===== config.mk =====
export PLATFORM = sky130hd
export DESIGN_NAME = sdrtc_cal_regs
export DESIGN_NICKNAME = d
export VERILOG_FILES = /design/src/sdrtc_pkg.sv /design/src/sdrtc_cal_regs.sv /design/src/sdrtc_ref_predivider.sv
export VERILOG_INCLUDE_DIRS = /design/src
export SDC_FILE = /design/constraint.sdc
export NUM_CORES = 1
export LEC_CHECK = 0
export CORE_AREA = 2 2 70 59
export CTS_CLUSTER_DIAMETER = 100
export CTS_CLUSTER_SIZE = 20
export DETAILED_ROUTE_END_ITERATION = 8
export DIE_AREA = 0 0 72 61
export DONT_BUFFER_PORTS = 1
export MAX_ROUTING_LAYER = met4
export SYNTH_ARGS = -nofsm -noshare
export SYNTH_HDL_FRONTEND = slang
export SYNTH_SLANG_ARGS = --single-unit

===== constraint.sdc =====
create_clock -name i_clk -period 2.3 [get_ports i_clk]
set_clock_uncertainty 0.2 [all_clocks]
set_input_delay 0 -clock i_clk [delete_from_list [all_inputs] [get_ports i_clk]]
set_output_delay 0 -clock i_clk [all_outputs]
set_load 0.05 [all_outputs]

===== src/sdrtc_regs.svh =====
`ifndef SDRTC_REGS_SVH
`define SDRTC_REGS_SVH

// register offsets on the configuration port
`define SDRTC_ADDR_PREDIV       10'h289
`define SDRTC_ADDR_CAL_CTRL     10'h2a7
`define SDRTC_ADDR_OVERRIDE     10'h2a8
`define SDRTC_ADDR_CAL_CODE     10'h2ac

// reset values, zero for every register
`define SDRTC_RST_BYTE          8'h00
`define SDRTC_RST_PREDIV        2'h0
`define SDRTC_RST_CODE          3'h0

// field positions
`define SDRTC_PREDIV_MSB        1
`define SDRTC_PREDIV_LSB        0
`define SDRTC_START_BIT         0
`define SDRTC_OVR_EN_BIT        4
`define SDRTC_OVR_VAL_MSB       3
`define SDRTC_OVR_VAL_LSB       1
`define SDRTC_CODE_MSB          2
`define SDRTC_CODE_LSB          0

`endif

===== src/sdrtc_pkg.sv =====
package sdrtc_pkg;

	// predivide ratio encodings of the two-bit field
	typedef enum logic [1:0]
	{
		SDRTC_DIV1  = 2'h0,
		SDRTC_DIV2  = 2'h1,
		SDRTC_DIV4  = 2'h2,
		SDRTC_DIVRS = 2'h3
	} sdrtc_ratio_type;

endpackage


===== src/sdrtc_cal_regs.sv =====
`timescale 1ns/100ps
`include "sdrtc_regs.svh"

// Functional notes
// - The two-bit predivide field divides the lane PLL reference before the detector.
// - A zero-to-one write on the start bit launches one calibration, a level launches none.
// - Override bit 4 clear selects automatic calibration, set forces bits 3 to 1 as value.
// - The calibrated code reads back from a read-only register with the top five bits zero.
module sdrtc_cal_regs
	import sdrtc_pkg::*;
(
	input  wire logic       i_clk,
	input  wire logic       i_rst_n,
	input  wire logic [9:0] i_reg_addr,
	input  wire logic       i_reg_wr,
	input  wire logic [7:0] i_reg_wdata,
	input  wire logic       i_reg_rd,
	input  wire logic       i_ref_clk,
	input  wire logic [2:0] i_cal_code,
	output logic      [7:0] o_reg_rdata,
	output logic            o_reg_rvalid,
	output logic            o_pfd_ref,
	output logic            o_cal_start,
	output logic            o_term_override_en,
	output logic      [2:0] o_term_override_val
);

	logic [1:0] predivide_q;
	logic       start_q;
	logic [7:0] override_q;
	logic [2:0] code_q;
	logic       wr_prediv;
	logic       wr_ctrl;
	logic       wr_ovr;
	logic [7:0] rd_mux;

	////////////////////////////////////////////////////////////////////////////////
	// write decode
	assign wr_prediv = i_reg_wr && (i_reg_addr == `SDRTC_ADDR_PREDIV);
	assign wr_ctrl   = i_reg_wr && (i_reg_addr == `SDRTC_ADDR_CAL_CTRL);
	assign wr_ovr    = i_reg_wr && (i_reg_addr == `SDRTC_ADDR_OVERRIDE);

	// predivide field, upper bits are not stored
	always_ff @(posedge i_clk)
	begin
		if (!i_rst_n)
			predivide_q <= `SDRTC_RST_PREDIV;
		else if (wr_prediv)
			predivide_q <= i_reg_wdata[`SDRTC_PREDIV_MSB:`SDRTC_PREDIV_LSB];
	end

	// calibration start bit and launch pulse on its rising edge
	always_ff @(posedge i_clk)
	begin
		if (!i_rst_n)
		begin
			start_q     <= 1'b0;
			o_cal_start <= 1'b0;
		end
		else
		begin
			if (wr_ctrl)
				start_q <= i_reg_wdata[`SDRTC_START_BIT];
			o_cal_start <= wr_ctrl && i_reg_wdata[`SDRTC_START_BIT] && !start_q;
		end
	end

	// override register, fields fed straight out
	always_ff @(posedge i_clk)
	begin
		if (!i_rst_n)
			override_q <= `SDRTC_RST_BYTE;
		else if (wr_ovr)
			override_q <= i_reg_wdata;
	end

	assign o_term_override_en  = override_q[`SDRTC_OVR_EN_BIT];
	assign o_term_override_val = override_q[`SDRTC_OVR_VAL_MSB:`SDRTC_OVR_VAL_LSB];

	// capture of the code from the calibration engine
	always_ff @(posedge i_clk)
	begin
		if (!i_rst_n)
			code_q <= `SDRTC_RST_CODE;
		else
			code_q <= i_cal_code;
	end

	////////////////////////////////////////////////////////////////////////////////
	// read mux, unmapped addresses and reserved bits outside the override register read zero
	always_comb
	begin
		rd_mux = 8'h00;
		unique case (i_reg_addr)
			`SDRTC_ADDR_PREDIV:   rd_mux = {6'h00, predivide_q};
			`SDRTC_ADDR_CAL_CTRL: rd_mux = {7'h00, start_q};
			`SDRTC_ADDR_OVERRIDE: rd_mux = override_q;
			`SDRTC_ADDR_CAL_CODE: rd_mux = {5'h00, code_q};
			default:              rd_mux = 8'h00;
		endcase
	end

	// registered read answer, one cycle after the strobe
	always_ff @(posedge i_clk)
	begin
		if (!i_rst_n)
		begin
			o_reg_rdata  <= 8'h00;
			o_reg_rvalid <= 1'b0;
		end
		else
		begin
			o_reg_rvalid <= i_reg_rd;
			if (i_reg_rd)
				o_reg_rdata <= rd_mux;
		end
	end

	////////////////////////////////////////////////////////////////////////////////
	// reference predivider
	sdrtc_ref_predivider u_prediv
	(
		.i_clk          (i_clk),
		.i_rst_n        (i_rst_n),
		.i_ref_clk      (i_ref_clk),
		.i_divide_ratio (predivide_q),
		.o_pfd_ref      (o_pfd_ref)
	);
endmodule


===== src/sdrtc_ref_predivider.sv =====
`timescale 1ns/100ps
`include "sdrtc_regs.svh"

module sdrtc_ref_predivider
	import sdrtc_pkg::*;
(
	input  wire logic       i_clk,
	input  wire logic       i_rst_n,
	input  wire logic       i_ref_clk,
	input  wire logic [1:0] i_divide_ratio,
	output logic            o_pfd_ref
);

	logic            ref_q;
	logic            ref_rise;
	logic            cnt_q;
	sdrtc_ratio_type ratio;

	////////////////////////////////////////////////////////////////////////////////
	// edge detect on the sampled reference
	always_ff @(posedge i_clk)
	begin
		if (!i_rst_n)
			ref_q <= 1'b0;
		else
			ref_q <= i_ref_clk;
	end

	assign ref_rise = i_ref_clk & ~ref_q;
	assign ratio    = sdrtc_ratio_type'(i_divide_ratio);

	// divided reference toward the phase-frequency detector
	always_ff @(posedge i_clk)
	begin
		if (!i_rst_n)
		begin
			cnt_q     <= 1'b0;
			o_pfd_ref <= 1'b0;
		end
		else
		begin
			unique case (ratio)
				SDRTC_DIV1:
				begin
					cnt_q     <= 1'b0;
					o_pfd_ref <= i_ref_clk;
				end
				SDRTC_DIV2:
				begin
					cnt_q <= 1'b0;
					if (ref_rise)
						o_pfd_ref <= ~o_pfd_ref;
				end
				default:
				begin
					// divide by four; the spare code behaves the same
					if (ref_rise)
					begin
						cnt_q <= ~cnt_q;
						if (cnt_q)
							o_pfd_ref <= ~o_pfd_ref;
					end
				end
			endcase
		end
	end
endmodule


# After elaboration in Yosys (flattened, before gate mapping)
# Index checks and enable logic that the tools add are counted.
dict set report classes {
  n_eq_ne 6
  mux 5
  n_bitwise 5
  reduce_logical 11
}
# operator count
set ops {}
lappend ops {{equality test 10 bit, second input constant} 4}
lappend ops {{case mux 8 bit (4 select lines)} 1}
lappend ops {{logical AND 1 bit} 5}
lappend ops {{inverter 1 bit} 4}
lappend ops {{2-to-1 mux 1 bit} 3}
lappend ops {{AND reduction 3 bit} 1}
lappend ops {{nonzero test 3 bit} 1}
lappend ops {{OR reduction 3 bit} 1}
lappend ops {{equality test 2 x 1 -> 1 bit, second input constant} 1}
lappend ops {{zero test 2 bit} 1}
lappend ops {{!= test 2 x 1 -> 1 bit, second input constant} 1}
lappend ops {{case mux 1 bit (2 select lines)} 1}
lappend ops {{nonzero test 2 bit} 1}
lappend ops {{bitwise AND 1 bit} 1}
lappend ops {{zero test 1 bit} 1}
dict set report word_totals {
  regBits 27
  inputBits 26
  output_inout_bits 15
}

# Longest topological paths before layout
# Gate-level depths: netlist of the first run.
dict set report logic_depth {
  depth_word 4
  mapped_depth 7
  depth_no_buf 4
}

# Modules after synthesis
# Synthesis of the first run repeated with hierarchy kept, for this count alone.
dict set report hier_totals {
  cells_unflattened 118
  area_unflattened_um2 1217.4
}
# module n_inst cells_each area_each_um2 seq_area_each_um2
set by_module_without_submodules {}
lappend by_module_without_submodules {sdrtc_cal_regs 1 104 1086.0 480.5}
lappend by_module_without_submodules {sdrtc_ref_predivider 1 14 131.4 60.1}

# Least setup slack after synthesis of the first run
# OpenSTA, ideal clock, no wires.
dict set report synth_timing {
  kind {input to register}
  from {input port i_reg_addr[4]}
  to {register override_q[5]}
  setup_ps 114
  arrival_ps 1421
  path_slack_ps 565
  stages 7
  path_buffers 3
  path_cell_list {or3b_1 > buf_2 > or4_4 > buf_6 > buf_8 > nand3_2 > o21ai_2}
}
dict set report synth_via {
  elab_chain_cells 2
}
# element line
set synth_lines {}
lappend synth_lines {{from (decl)} sdrtc_cal_regs.sv:14} ;# input wire logic [9:0] i_reg_addr,
lappend synth_lines {{equality test 10 bit} --}
lappend synth_lines {{logical AND 1 bit} sdrtc_cal_regs.sv:41} ;# assign wr_ovr = i_reg_wr && (i_reg_addr == `SDRTC_ADDR_OVERRIDE);
lappend synth_lines {{to (signal assigned)} sdrtc_cal_regs.sv:72} ;# override_q <= `SDRTC_RST_BYTE;
lappend synth_lines {{to (signal assigned)} sdrtc_cal_regs.sv:74} ;# override_q <= i_reg_wdata;
lappend synth_lines {{to (decl)} sdrtc_cal_regs.sv:30} ;# logic [7:0] override_q;
# No other way between the ends.
# A chain may end at the register's enable or synchronous reset.

# Worst setup path after layout of the first run
dict set report layout_timing {
  from {input port i_reg_addr[2]}
  to {register start_q}
}
dict set report layout_via {
  elab_chain_cells 2
}
# element line
set layout_lines {}
lappend layout_lines {{equality test 10 bit} --}
lappend layout_lines {{logical AND 1 bit} sdrtc_cal_regs.sv:40} ;# assign wr_ctrl = i_reg_wr && (i_reg_addr == `SDRTC_ADDR_CAL_CTRL);
lappend layout_lines {{to (signal assigned)} sdrtc_cal_regs.sv:63} ;# start_q <= i_reg_wdata[`SDRTC_START_BIT];
lappend layout_lines {{to (decl)} sdrtc_cal_regs.sv:29} ;# logic start_q;
# No other way between the ends.

==> results of run 1 <==
==> stage by stage <==
step                      std cells  utilization (%)  area (um2)  setup slack (ns)
after global routing            202             43.2        1590            0.0137
after CTS                       202             43.2        1590             0.148
final                           202             43.2        1590             0.147
after floorplan                 133                -        1240             0.565
after detailed placement        168             33.7        1240             0.551
after global placement          168             33.7        1240             0.573
==> cell families (layout without fill, tap and decap cells) <==
kind of cell	count (synthesis)	count (layout)	synth area share, %
mux	7	7	5.65
compound gates	22	22	13.5
flops	27	27	43.6
buf+inv	13	38	6.46
simple gates	63	63	30.1
xor+xnor	1	1	0.706
==> metal layers <==
metal | track usage [%] | wire length, um | vias up
met5 | - | 0 | -
met3 | 4.15 | 117 | 5
met1 | 17.3 | 1390 | 478
li1 | - | - | 517
met4 | 7.01 | 46 | 0
met2 | 20.8 | 1330 | 22
==> cells in the final DEF, fill, tap and decap left out, types with 3 or more instances in the layout <==
cell	count
nand3_1	11
nand3b_1	4
nand2_1	12
dlygate4sd3_1	30
a21boi_0	5
dfxtp_1	27
mux2i_1	7
o21ai_2	8
nor2b_1	6
nor2_1	3
nor3_1	3
buf_4	3
and2_1	4
nand2b_1	7
clkbuf_8	3
==> power by group through the flow <==
| stage | Combinational, mW | Clock, mW | Sequential, mW |
|---|---|---|---|
| finish | 0.0781 | 0.268 | 0.482 |
| global route | 0.0850 | 0.296 | 0.482 |
| CTS | 0.0775 | 0.272 | 0.482 |
| detailed placement | 0.0315 | 0 | 0.493 |
| global placement | 0.0302 | 0 | 0.493 |
| floorplan | 0.0384 | 0 | 0.492 |
==> timing repair <==
| item | in CTS | in global routing |
|---|---|---|
| hold buffers | 30 | 0 |
| setup buffers | 0 | 0 |
| endpoints found under the hold margin | 27 | 0 |
==> layout make-up <==
type,count,share of cell area [%]
timing repair buffer,33,20.3
clock buffer,3,2.60
clock inverter,1,0.315
multi-input combinational,93,39.0
inverter,1,0.236
sequential,27,34.0
tap,44,3.47
==> how the worst min path moves through the flow <==
stage             startpoint        endpoint  slack, ns
6_report       i_reg_addr[2]   override_q[1]      0.009
5_1_grt        i_reg_addr[1]  o_reg_rdata[2]       0.04
4_1_cts        i_reg_addr[1]  o_reg_rdata[2]      0.009
3_5_place_dp       i_ref_clk  u_prediv.ref_q      -0.07
2_1_floorplan      i_ref_clk  u_prediv.ref_q      -0.08
3_3_place_gp       i_ref_clk  u_prediv.ref_q      -0.08
==> state kept, by name, indices dropped and copies added, names as in the netlist <==
signal / flops
o_reg_rdata: 8
predivide_q: 2
o_cal_start: 1
o_reg_rvalid: 1
u_prediv.o_pfd_ref: 1
u_prediv.ref_q: 1
u_prediv.cnt_q: 1
override_q: 8
code_q: 3
start_q: 1
==> worst max-delay path, stage by stage <==
cell and delay (ns):
dlygate4sd3_1 0.67, nand3b_1 0.15, or4_1 0.53, mux2i_1 0.16, dlygate4sd3_1 0.56, nor2b_1 0.04
==> summary.txt, run 1 <==
Synthesis
  – Sequential area share after synthesis: 43.6%
  – Most frequent cell after synthesis: dfxtp_1
  – Top cell type's share of synthesized area: a little over two fifths
  – Synth area leader: dfxtp_1
  – Syn Nets: 159
  – FFs w/ async S/R, synth: 0%
  – Netlist cell types: 35
  – Cell area after synthesis: 1240 um2
  – Avg Synthesized Cell Area: around 9.3 um2
  – Synth top area cells: dfxtp_1, mux2i_1, o21ai_2
  – Total number of yosys warnings: 0
  – Post-synth EDFFs: 0
  – FF+latch count, synth: 27
  – Commonest cells in the netlist: dfxtp_1, nand2_1, nand3_1
  – Mapped Cells: 133
  – Top FF cell, synth: dfxtp_1

Timing
  – Total negative slack: 0 ns
  – Final setup vio count: 0
  – Worst slew margin: between 20% and 30%
  – Hold_ws: 0.00945 ns
  – Final period utilization: 93.6%
  – Worst-Margin Slew: about 1.1 ns
  – Slew Viols, Final: 0
  – Final min period: 2.15 ns
  – Final Hold Fails: 0
  – Fmax: 0.465 GHz
  – RSZ-0062 raised after global routing: no

Floorplanning
  – Initial Util: between 30% and 40%
  – Die height: 61 um
  – Core Region: 3680 um2
  – # rows: 20
  – I/O pins: 41
  – Die area: approximately 4400 um2
  – Chip width: 72 um

Pwr
  – Worst vdd ir: 0.248 mV
  – Sw Ratio: 23.2%
  – Sequential share of power: 58.2%
  – Final Power: slightly above 0.8 mW
  – P per Cell Area: 521 nW/um2
  – Leakage power: 0.590 nW
  – Clock power share: 32.4%
  – Comb pwr share: a little under a tenth
  – Psw: 0.192 mW
  – Internal Dissipation: 0.636 mW

Layout
  – Share of cells above drive strength 1: approximately an eighth
  – Register area: approximately 540 um2
  – FILL cells: 350
  – Nets: 185
  – # diodes: 0
  – Synthesis-to-finish area growth: 28.1%
  – Footprint of the multi-input gates: 619 um2

Drt
  – Post-DRT Antenna Nets: 0
  – DR WL/cell: 14.3 um
  – DR pass1 iterations: 4
  – Vias: 1,022
  – Total Routed Length: 2880 um
  – Residual DRC: 0
  – Vias/cell: 5.06
  – Initial DRC Count: 47

Critical path
  – Worst setup path end: start_q
  – Reg2reg setup slack: 0.53 ns
  – CP Launch Type: input pin
  – Worst Setup Path Type: in -> reg
  – Worst R2R Path Depth: 3
  – WP data required: ~2.3 ns
  – Max Fanout on Critical Path: 5
  – Critical path capture point type: flip-flop
  – Setup crit start: i_reg_addr[2]
  – RR Startpoint: override_q[3]
  – Worst EP arrival: 2.12 ns
  – Worst r2r dst: override_q[3]

Clock tree
  – Worst-path clk slew: 0.09 ns
  – CTS tree: done
  – Clk root buf: clkbuf_8
  – Cts repair resizes: 0
  – CTS sink cnt: 27
  – Worst-skew pair later-pin latency: about 0.27 ns
  – TritonCTS buffer count: 3
  – H-tree depth: 1
  – Clock Tree Buf Depth: 2

GRT
  – Largest net degree at the start of global routing: 35
  – First-pass GRT wire length: ~4500 um
  – GRT overflow: 0
  – Total track usage: 13.9%
  – Vias in the first global route: 1,000
  – Initial antenna violation count: 0

Run
  – Max Cap Violations: 0

Hold path
  – Hold path cells: 3
  – Min-delay worst type: in -> reg

Placed design
  – Global placer's final weighted congestion: 0.824
  – Detail Placement HPWL: about 1900 um
  – Buffers on Ports: 0

Outcome
  – Status: complete, no violations
No activity file was read; power rests on OpenSTA's default activity.
==> run 2: changes to the inputs <==
- CORE_AREA: 2 2 70 59 -> 2 2 59 50
- CTS_CLUSTER_DIAMETER: 100 -> default
- DIE_AREA: 0 0 72 61 -> 0 0 61 52
==> run 2 against run 1 <==
Wire length shrank 2.9%. Die area shrank 28%. Clock power shrank 24%. Global-route usage grew 5.6 points.
==> summary.txt, run 2 (same netlist as run 1, synthesis figures left out) <==
Drt
  – DR pass1 iterations: 5
  – Vias: 1,040
  – Initial DRC Count: 34
  – Residual DRC: 0
  – Vias/cell: 5.15
  – DR WL/cell: 13.9 um
  – Post-DRT Antenna Nets: 0
  – Total Routed Length: 2800 um

Placed design
  – Detail Placement HPWL: 1720 um
  – Buffers on Ports: 0
  – Pre-CTS setup slack: 0.531 ns
  – Global placer's final weighted congestion: roughly 0.75

Layout
  – Biggest regs: o_reg_rdata: 8 flops, override_q: 8 flops, code_q: 3 flops
  – Most common cell after layout, fill and taps aside: dlygate4sd3_1
  – Nets: 191
  – Most frequent cells in the layout: dlygate4sd3_1, dfxtp_1, nand2_1
  – Synthesis-to-finish area growth: 30.8%
  – Register area: 541 um2
  – Share of cells above drive strength 1: 11.6%
  – # diodes: 0
  – Footprint of the multi-input gates: ~620 um2
  – FILL cells: roughly 250

Hold path
  – Min-delay worst type: in -> reg

Floorplanning
  – Core Region: 2620 um2
  – # rows: 17
  – I/O pins: 41
  – Die height: approximately 52 um
  – Chip width: 61 um
  – Die area: 3170 um2
  – Initial Util: 47.4%

Critical path
  – Worst Setup Path Type: in -> reg
  – Worst EP arrival: 2.21 ns
  – Max Fanout on Critical Path: 5
  – CP Launch Type: input pin
  – Delay-heaviest family, CP: buffers and inverters
  – Buf+Inv Stages, Crit Path: 2
  – Worst path max stage delay: 0.62 ns
  – CP max-delay cell: dlygate4sd3_1
  – WP data required: 2.35 ns
  – Critical path capture point type: flip-flop
  – Most used cell, CP: dlygate4sd3_1
  – CP cell instances: dlygate4sd3_1 > or4b_1 > nor2_1 > a31oi_1 > dlygate4sd3_1 > o31ai_1

Pwr
  – Worst vdd ir: 0.330 mV
  – P per Cell Area: 473 nW/um2
  – Final Power: 0.767 mW
  – Leakage power: ~0.60 nW

Timing
  – Worst Setup Slack, final: 0.132 ns
  – Worst slew margin: 23.3%
  – Final Hold Fails: 0
  – Final setup vio count: 0
  – Final min period: 2.17 ns
  – Total negative slack: 0 ns
  – Final period utilization: between 90% and 100%
  – Fmax: 0.461 GHz
  – Worst-Margin Slew: 1.15 ns
  – Slew Viols, Final: 0
  – RSZ-0062 raised after global routing: no

Clock tree
  – TritonCTS buffer count: 3
  – CTS sink cnt: 27
  – Clock Tree Buf Depth: 2
  – H-tree depth: 1
  – Worst-skew pair later-pin latency: 0.32 ns
  – Clk root buf: clkbuf_4
  – Worst-path clk slew: about 0.14 ns
  – CTS tree: done

GRT
  – Total track usage: 19.6%
  – First-pass GRT wire length: between 4000 and 5000 um
  – GRT overflow: 0
  – Vias in the first global route: 1,009
  – Largest net degree at the start of global routing: 35
  – Initial antenna violation count: 0

Run
  – Max Cap Violations: 0

Outcome
  – Status: complete, no violations
-- run 2: cell count changes in the layout (fill, tap and decap cells not counted) --
cell / delta
clkbuf_4: +3
clkbuf_8: -3
dlygate4sd3_1: +6
-- run 2: worst reg2reg max path: stages, from the launching register on --
cell and delay (ns):
dfxtp_1 0.34, buf_4 0.20, mux2i_1 0.12, nor4_1 0.23, mux2i_1 0.11, dlygate4sd3_1 0.58, nor2b_1 0.10
-- run 2: what timing repair did --
item	4_1_cts	5_1_grt
setup endpoints to repair	0	2
buffers inserted	0	0
hold buffers	34	3
endpoints found under the hold margin	27	2
gates resized for setup	0	0
-- run 2: where the power goes --
group | switching [mW] | total, mW | internal, mW
Combinational | 0.0362 | 0.0819 | 0.0457
Sequential | 0.00913 | 0.483 | 0.473
Clock | 0.138 | 0.203 | 0.0652
-- run 2: routing by layer --
metal	vias up	global-route usage, %	routed length [um]
met4	0	2.17	12
met3	2	6.97	178
met1	485	21.9	1210
met2	27	34.6	1400
li1	526	-	-
met5	-	-	0
-- run 2: layout make-up --
| type | count | area share (%) |
|---|---|---|
| multi-input combinational | 93 | 38.2 |
| clock inverter | 1 | 0.309 |
| timing repair buffer | 39 | 23.6 |
| sequential | 27 | 33.3 |
| clock buffer | 3 | 1.39 |
| inverter | 1 | 0.231 |
| tap | 38 | 2.93 |
-- run 2: through the flow --
step | std cells | cell area, um2 | hold WS [ns] | util, %
3_5_place_dp | 162 | 1230 | -0.0721 | 47.2
3_3_place_gp | 162 | 1230 | -0.0772 | 47.2
4_1_cts | 200 | 1600 | 0.00576 | 61.2
2_1_floorplan | 133 | 1240 | -0.0783 | -
6_report | 202 | 1620 | 0.00390 | 62.0
5_1_grt | 202 | 1620 | 0.0210 | 62.0
-- run 2: worst paths after layout --
| check | depth (start not counted) | slack (ns) | endpoint | start |
|---|---|---|---|---|
| worst max-delay path | 6 | 0.13 | o_reg_rdata[1] | i_reg_addr[2] |
| worst max register to register | 6 | 0.37 | o_reg_rdata[2] | override_q[2] |
| worst min-delay path | 4 | 0.004 | predivide_q[1] | i_reg_addr[6] |
| worst min register to register | 1 | 0.27 | o_cal_start | start_q |
==> run 3: changes to the inputs <==
- PLACE_DENSITY_LB_ADDON: default -> 0.25
==> run 3 against run 2 <==
The flow now finishes with violations (negative hold slack). Critical path type unchanged. Maximum frequency is 10% higher. Wire length shrank 0.18%. Non-clock buffer count grew 1. Sequential share of layout area fell by 0.26 points. Largest power group unchanged.
==> summary.txt, run 3 (same netlist as run 1, synthesis figures left out) <==
Drt
  – Post-DRT Antenna Nets: 0
  – Vias/cell: 5.16
  – Total Routed Length: ~2800 um
  – Initial DRC Count: 48
  – DR pass1 iterations: 4
  – DR WL/cell: around 14 um
  – Residual DRC: 0
  – Vias: 1,047

Layout
  – Synthesis-to-finish area growth: 31.8%
  – Most common cell after layout, fill and taps aside: dlygate4sd3_1
  – Share of cells above drive strength 1: 11.5%
  – Design Area, Final: 1630 um2
  – Biggest regs: o_reg_rdata: 8 flops, override_q: 8 flops, code_q: 3 flops
  – Most frequent cells in the layout: dlygate4sd3_1, dfxtp_1, nand2_1
  – Nets: ~190
  – FILL cells: approximately 240
  – # diodes: 0

Clock tree
  – Clk root buf: clkbuf_4
  – TritonCTS buffer count: 3
  – Worst-path clk slew: 0.14 ns
  – CTS tree: done
  – Clock Tree Buf Depth: 2
  – CTS sink cnt: 27
  – H-tree depth: 1
  – Worst-skew pair later-pin latency: between 0.3 and 0.4 ns
  – Setup bufs post-CTS: 0

Hold path
  – Hold path cells: 4
  – Min-delay worst type: in -> reg

Placed design
  – Global placer's final weighted congestion: 0.874
  – Area after DPL: 1230 um2
  – Buffers on Ports: 0
  – Detail Placement HPWL: 1750 um

Timing
  – Hold_ws: -0.0451 ns
  – RSZ-0062 raised after global routing: no
  – Worst-Margin Slew: roughly 1.0 ns
  – Worst slew margin: between 30% and 40%
  – Final setup vio count: 0
  – Final min period: 1.97 ns
  – Fmax: 0.508 GHz
  – Final period utilization: between 80% and 90%
  – Final Hold Fails: 1
  – Slew Viols, Final: 0
  – Total negative slack: 0 ns

Critical path
  – Critical path capture point type: flip-flop
  – Worst Setup Path Type: in -> reg
  – Worst R2R Path Depth: 4
  – Worst path max stage delay: 0.61 ns
  – WP data required: roughly 2.3 ns
  – CP Launch Type: input pin
  – Max Fanout on Critical Path: 6
  – CP max-delay cell: dlygate4sd3_1
  – CP cell instances: dlygate4sd3_1 > nand3b_1 > or4_1 > dlygate4sd3_1 > mux2i_1 > nor2b_1
  – Reg2reg setup slack: 0.38 ns
  – Worst EP arrival: 2.00 ns
  – Most used cell, CP: dlygate4sd3_1

Floorplanning
  – # rows: 17
  – Core Region: 2620 um2
  – Initial Util: a little under half
  – Chip width: 61 um
  – Die area: approximately 3200 um2
  – Die height: 52 um
  – I/O pins: 41

Run
  – Max Cap Violations: 0

GRT
  – Vias in the first global route: 1,033
  – Total track usage: 20.3%
  – Largest net degree at the start of global routing: 35
  – First-pass GRT wire length: 4620 um
  – Initial antenna violation count: 0
  – GRT overflow: 0

Pwr
  – Worst vdd ir: 0.389 mV
  – Internal Dissipation: roughly 0.58 mW
  – Clock power share: 26.8%
  – Leakage power: 0.617 nW
  – Psw: 0.181 mW
  – Comb pwr share: 9.8%
  – Sw Ratio: 23.8%
  – Sequential share of power: 63.4%
  – P per Cell Area: 466 nW/um2

Outcome
  – Failing checks: negative hold slack
  – Status: finished with violations
[run 3: routing by layer]
layer / share of wire (%) / GRT usage (%)
met4: 0.64 / 4.35
met1: 44 / 24.8
met5: 0 / -
met3: 6.7 / 6.47
met2: 49 / 33.0
[run 3: area by class of cell]
class / instances / area [um2] / area share [%]
multi-input cells: 93 / 619 / 37.9
flip-flops and latches: 27 / 541 / 33.1
repair buffers: 40 / 395 / 24.2
well taps: 38 / 47.5 / 2.91
clock buffers: 3 / 22.5 / 1.38
clock inverters: 1 / 5.00 / 0.306
inverters: 1 / 3.75 / 0.230
[run 3: repair_timing]
action	4_1_cts	5_1_grt
hold buffers	38	0
setup endpoints to repair	0	2
resized for setup	0	1
hold endpoints to repair	27	0
[run 3: path summary, 6_finish.rpt]
check                 startpoint              to
setup / recovery   i_reg_addr[2]         start_q
hold / removal     i_reg_addr[1]  o_reg_rdata[2]
setup reg to reg  o_reg_rdata[0]  o_reg_rdata[0]
hold reg to reg          start_q     o_cal_start
[run 3: through the flow]
stage	instances	util, %	hold WS, ns	setup WS (ns)	total power [mW]
3_3_place_gp	162	47.2	-0.0761	0.586	0.523
4_1_cts	204	62.7	0.00160	0.0676	0.763
2_1_floorplan	133	-	-0.0783	0.565	0.530
6_report	203	62.5	-0.0451	0.333	0.761
3_5_place_dp	162	47.2	-0.0742	0.551	0.524
5_1_grt	203	62.5	0.00896	0.191	0.799
[run 3: power groups by stage]
| stage | registers [mW] | clock network (mW) | logic (mW) |
|---|---|---|---|
| 2_1_floorplan | 0.492 | 0 | 0.0384 |
| 3_3_place_gp | 0.492 | 0 | 0.0306 |
| 3_5_place_dp | 0.493 | 0 | 0.0312 |
| 4_1_cts | 0.482 | 0.208 | 0.0726 |
| 5_1_grt | 0.483 | 0.233 | 0.0822 |
| 6_report | 0.482 | 0.204 | 0.0745 |
[run 3: critical path: cells and delay by family]
kind                   cells  cell delay [ns]
multiplexers               1             0.15
buffers and inverters      2             1.21
AND/OR/NAND/NOR            3             0.64
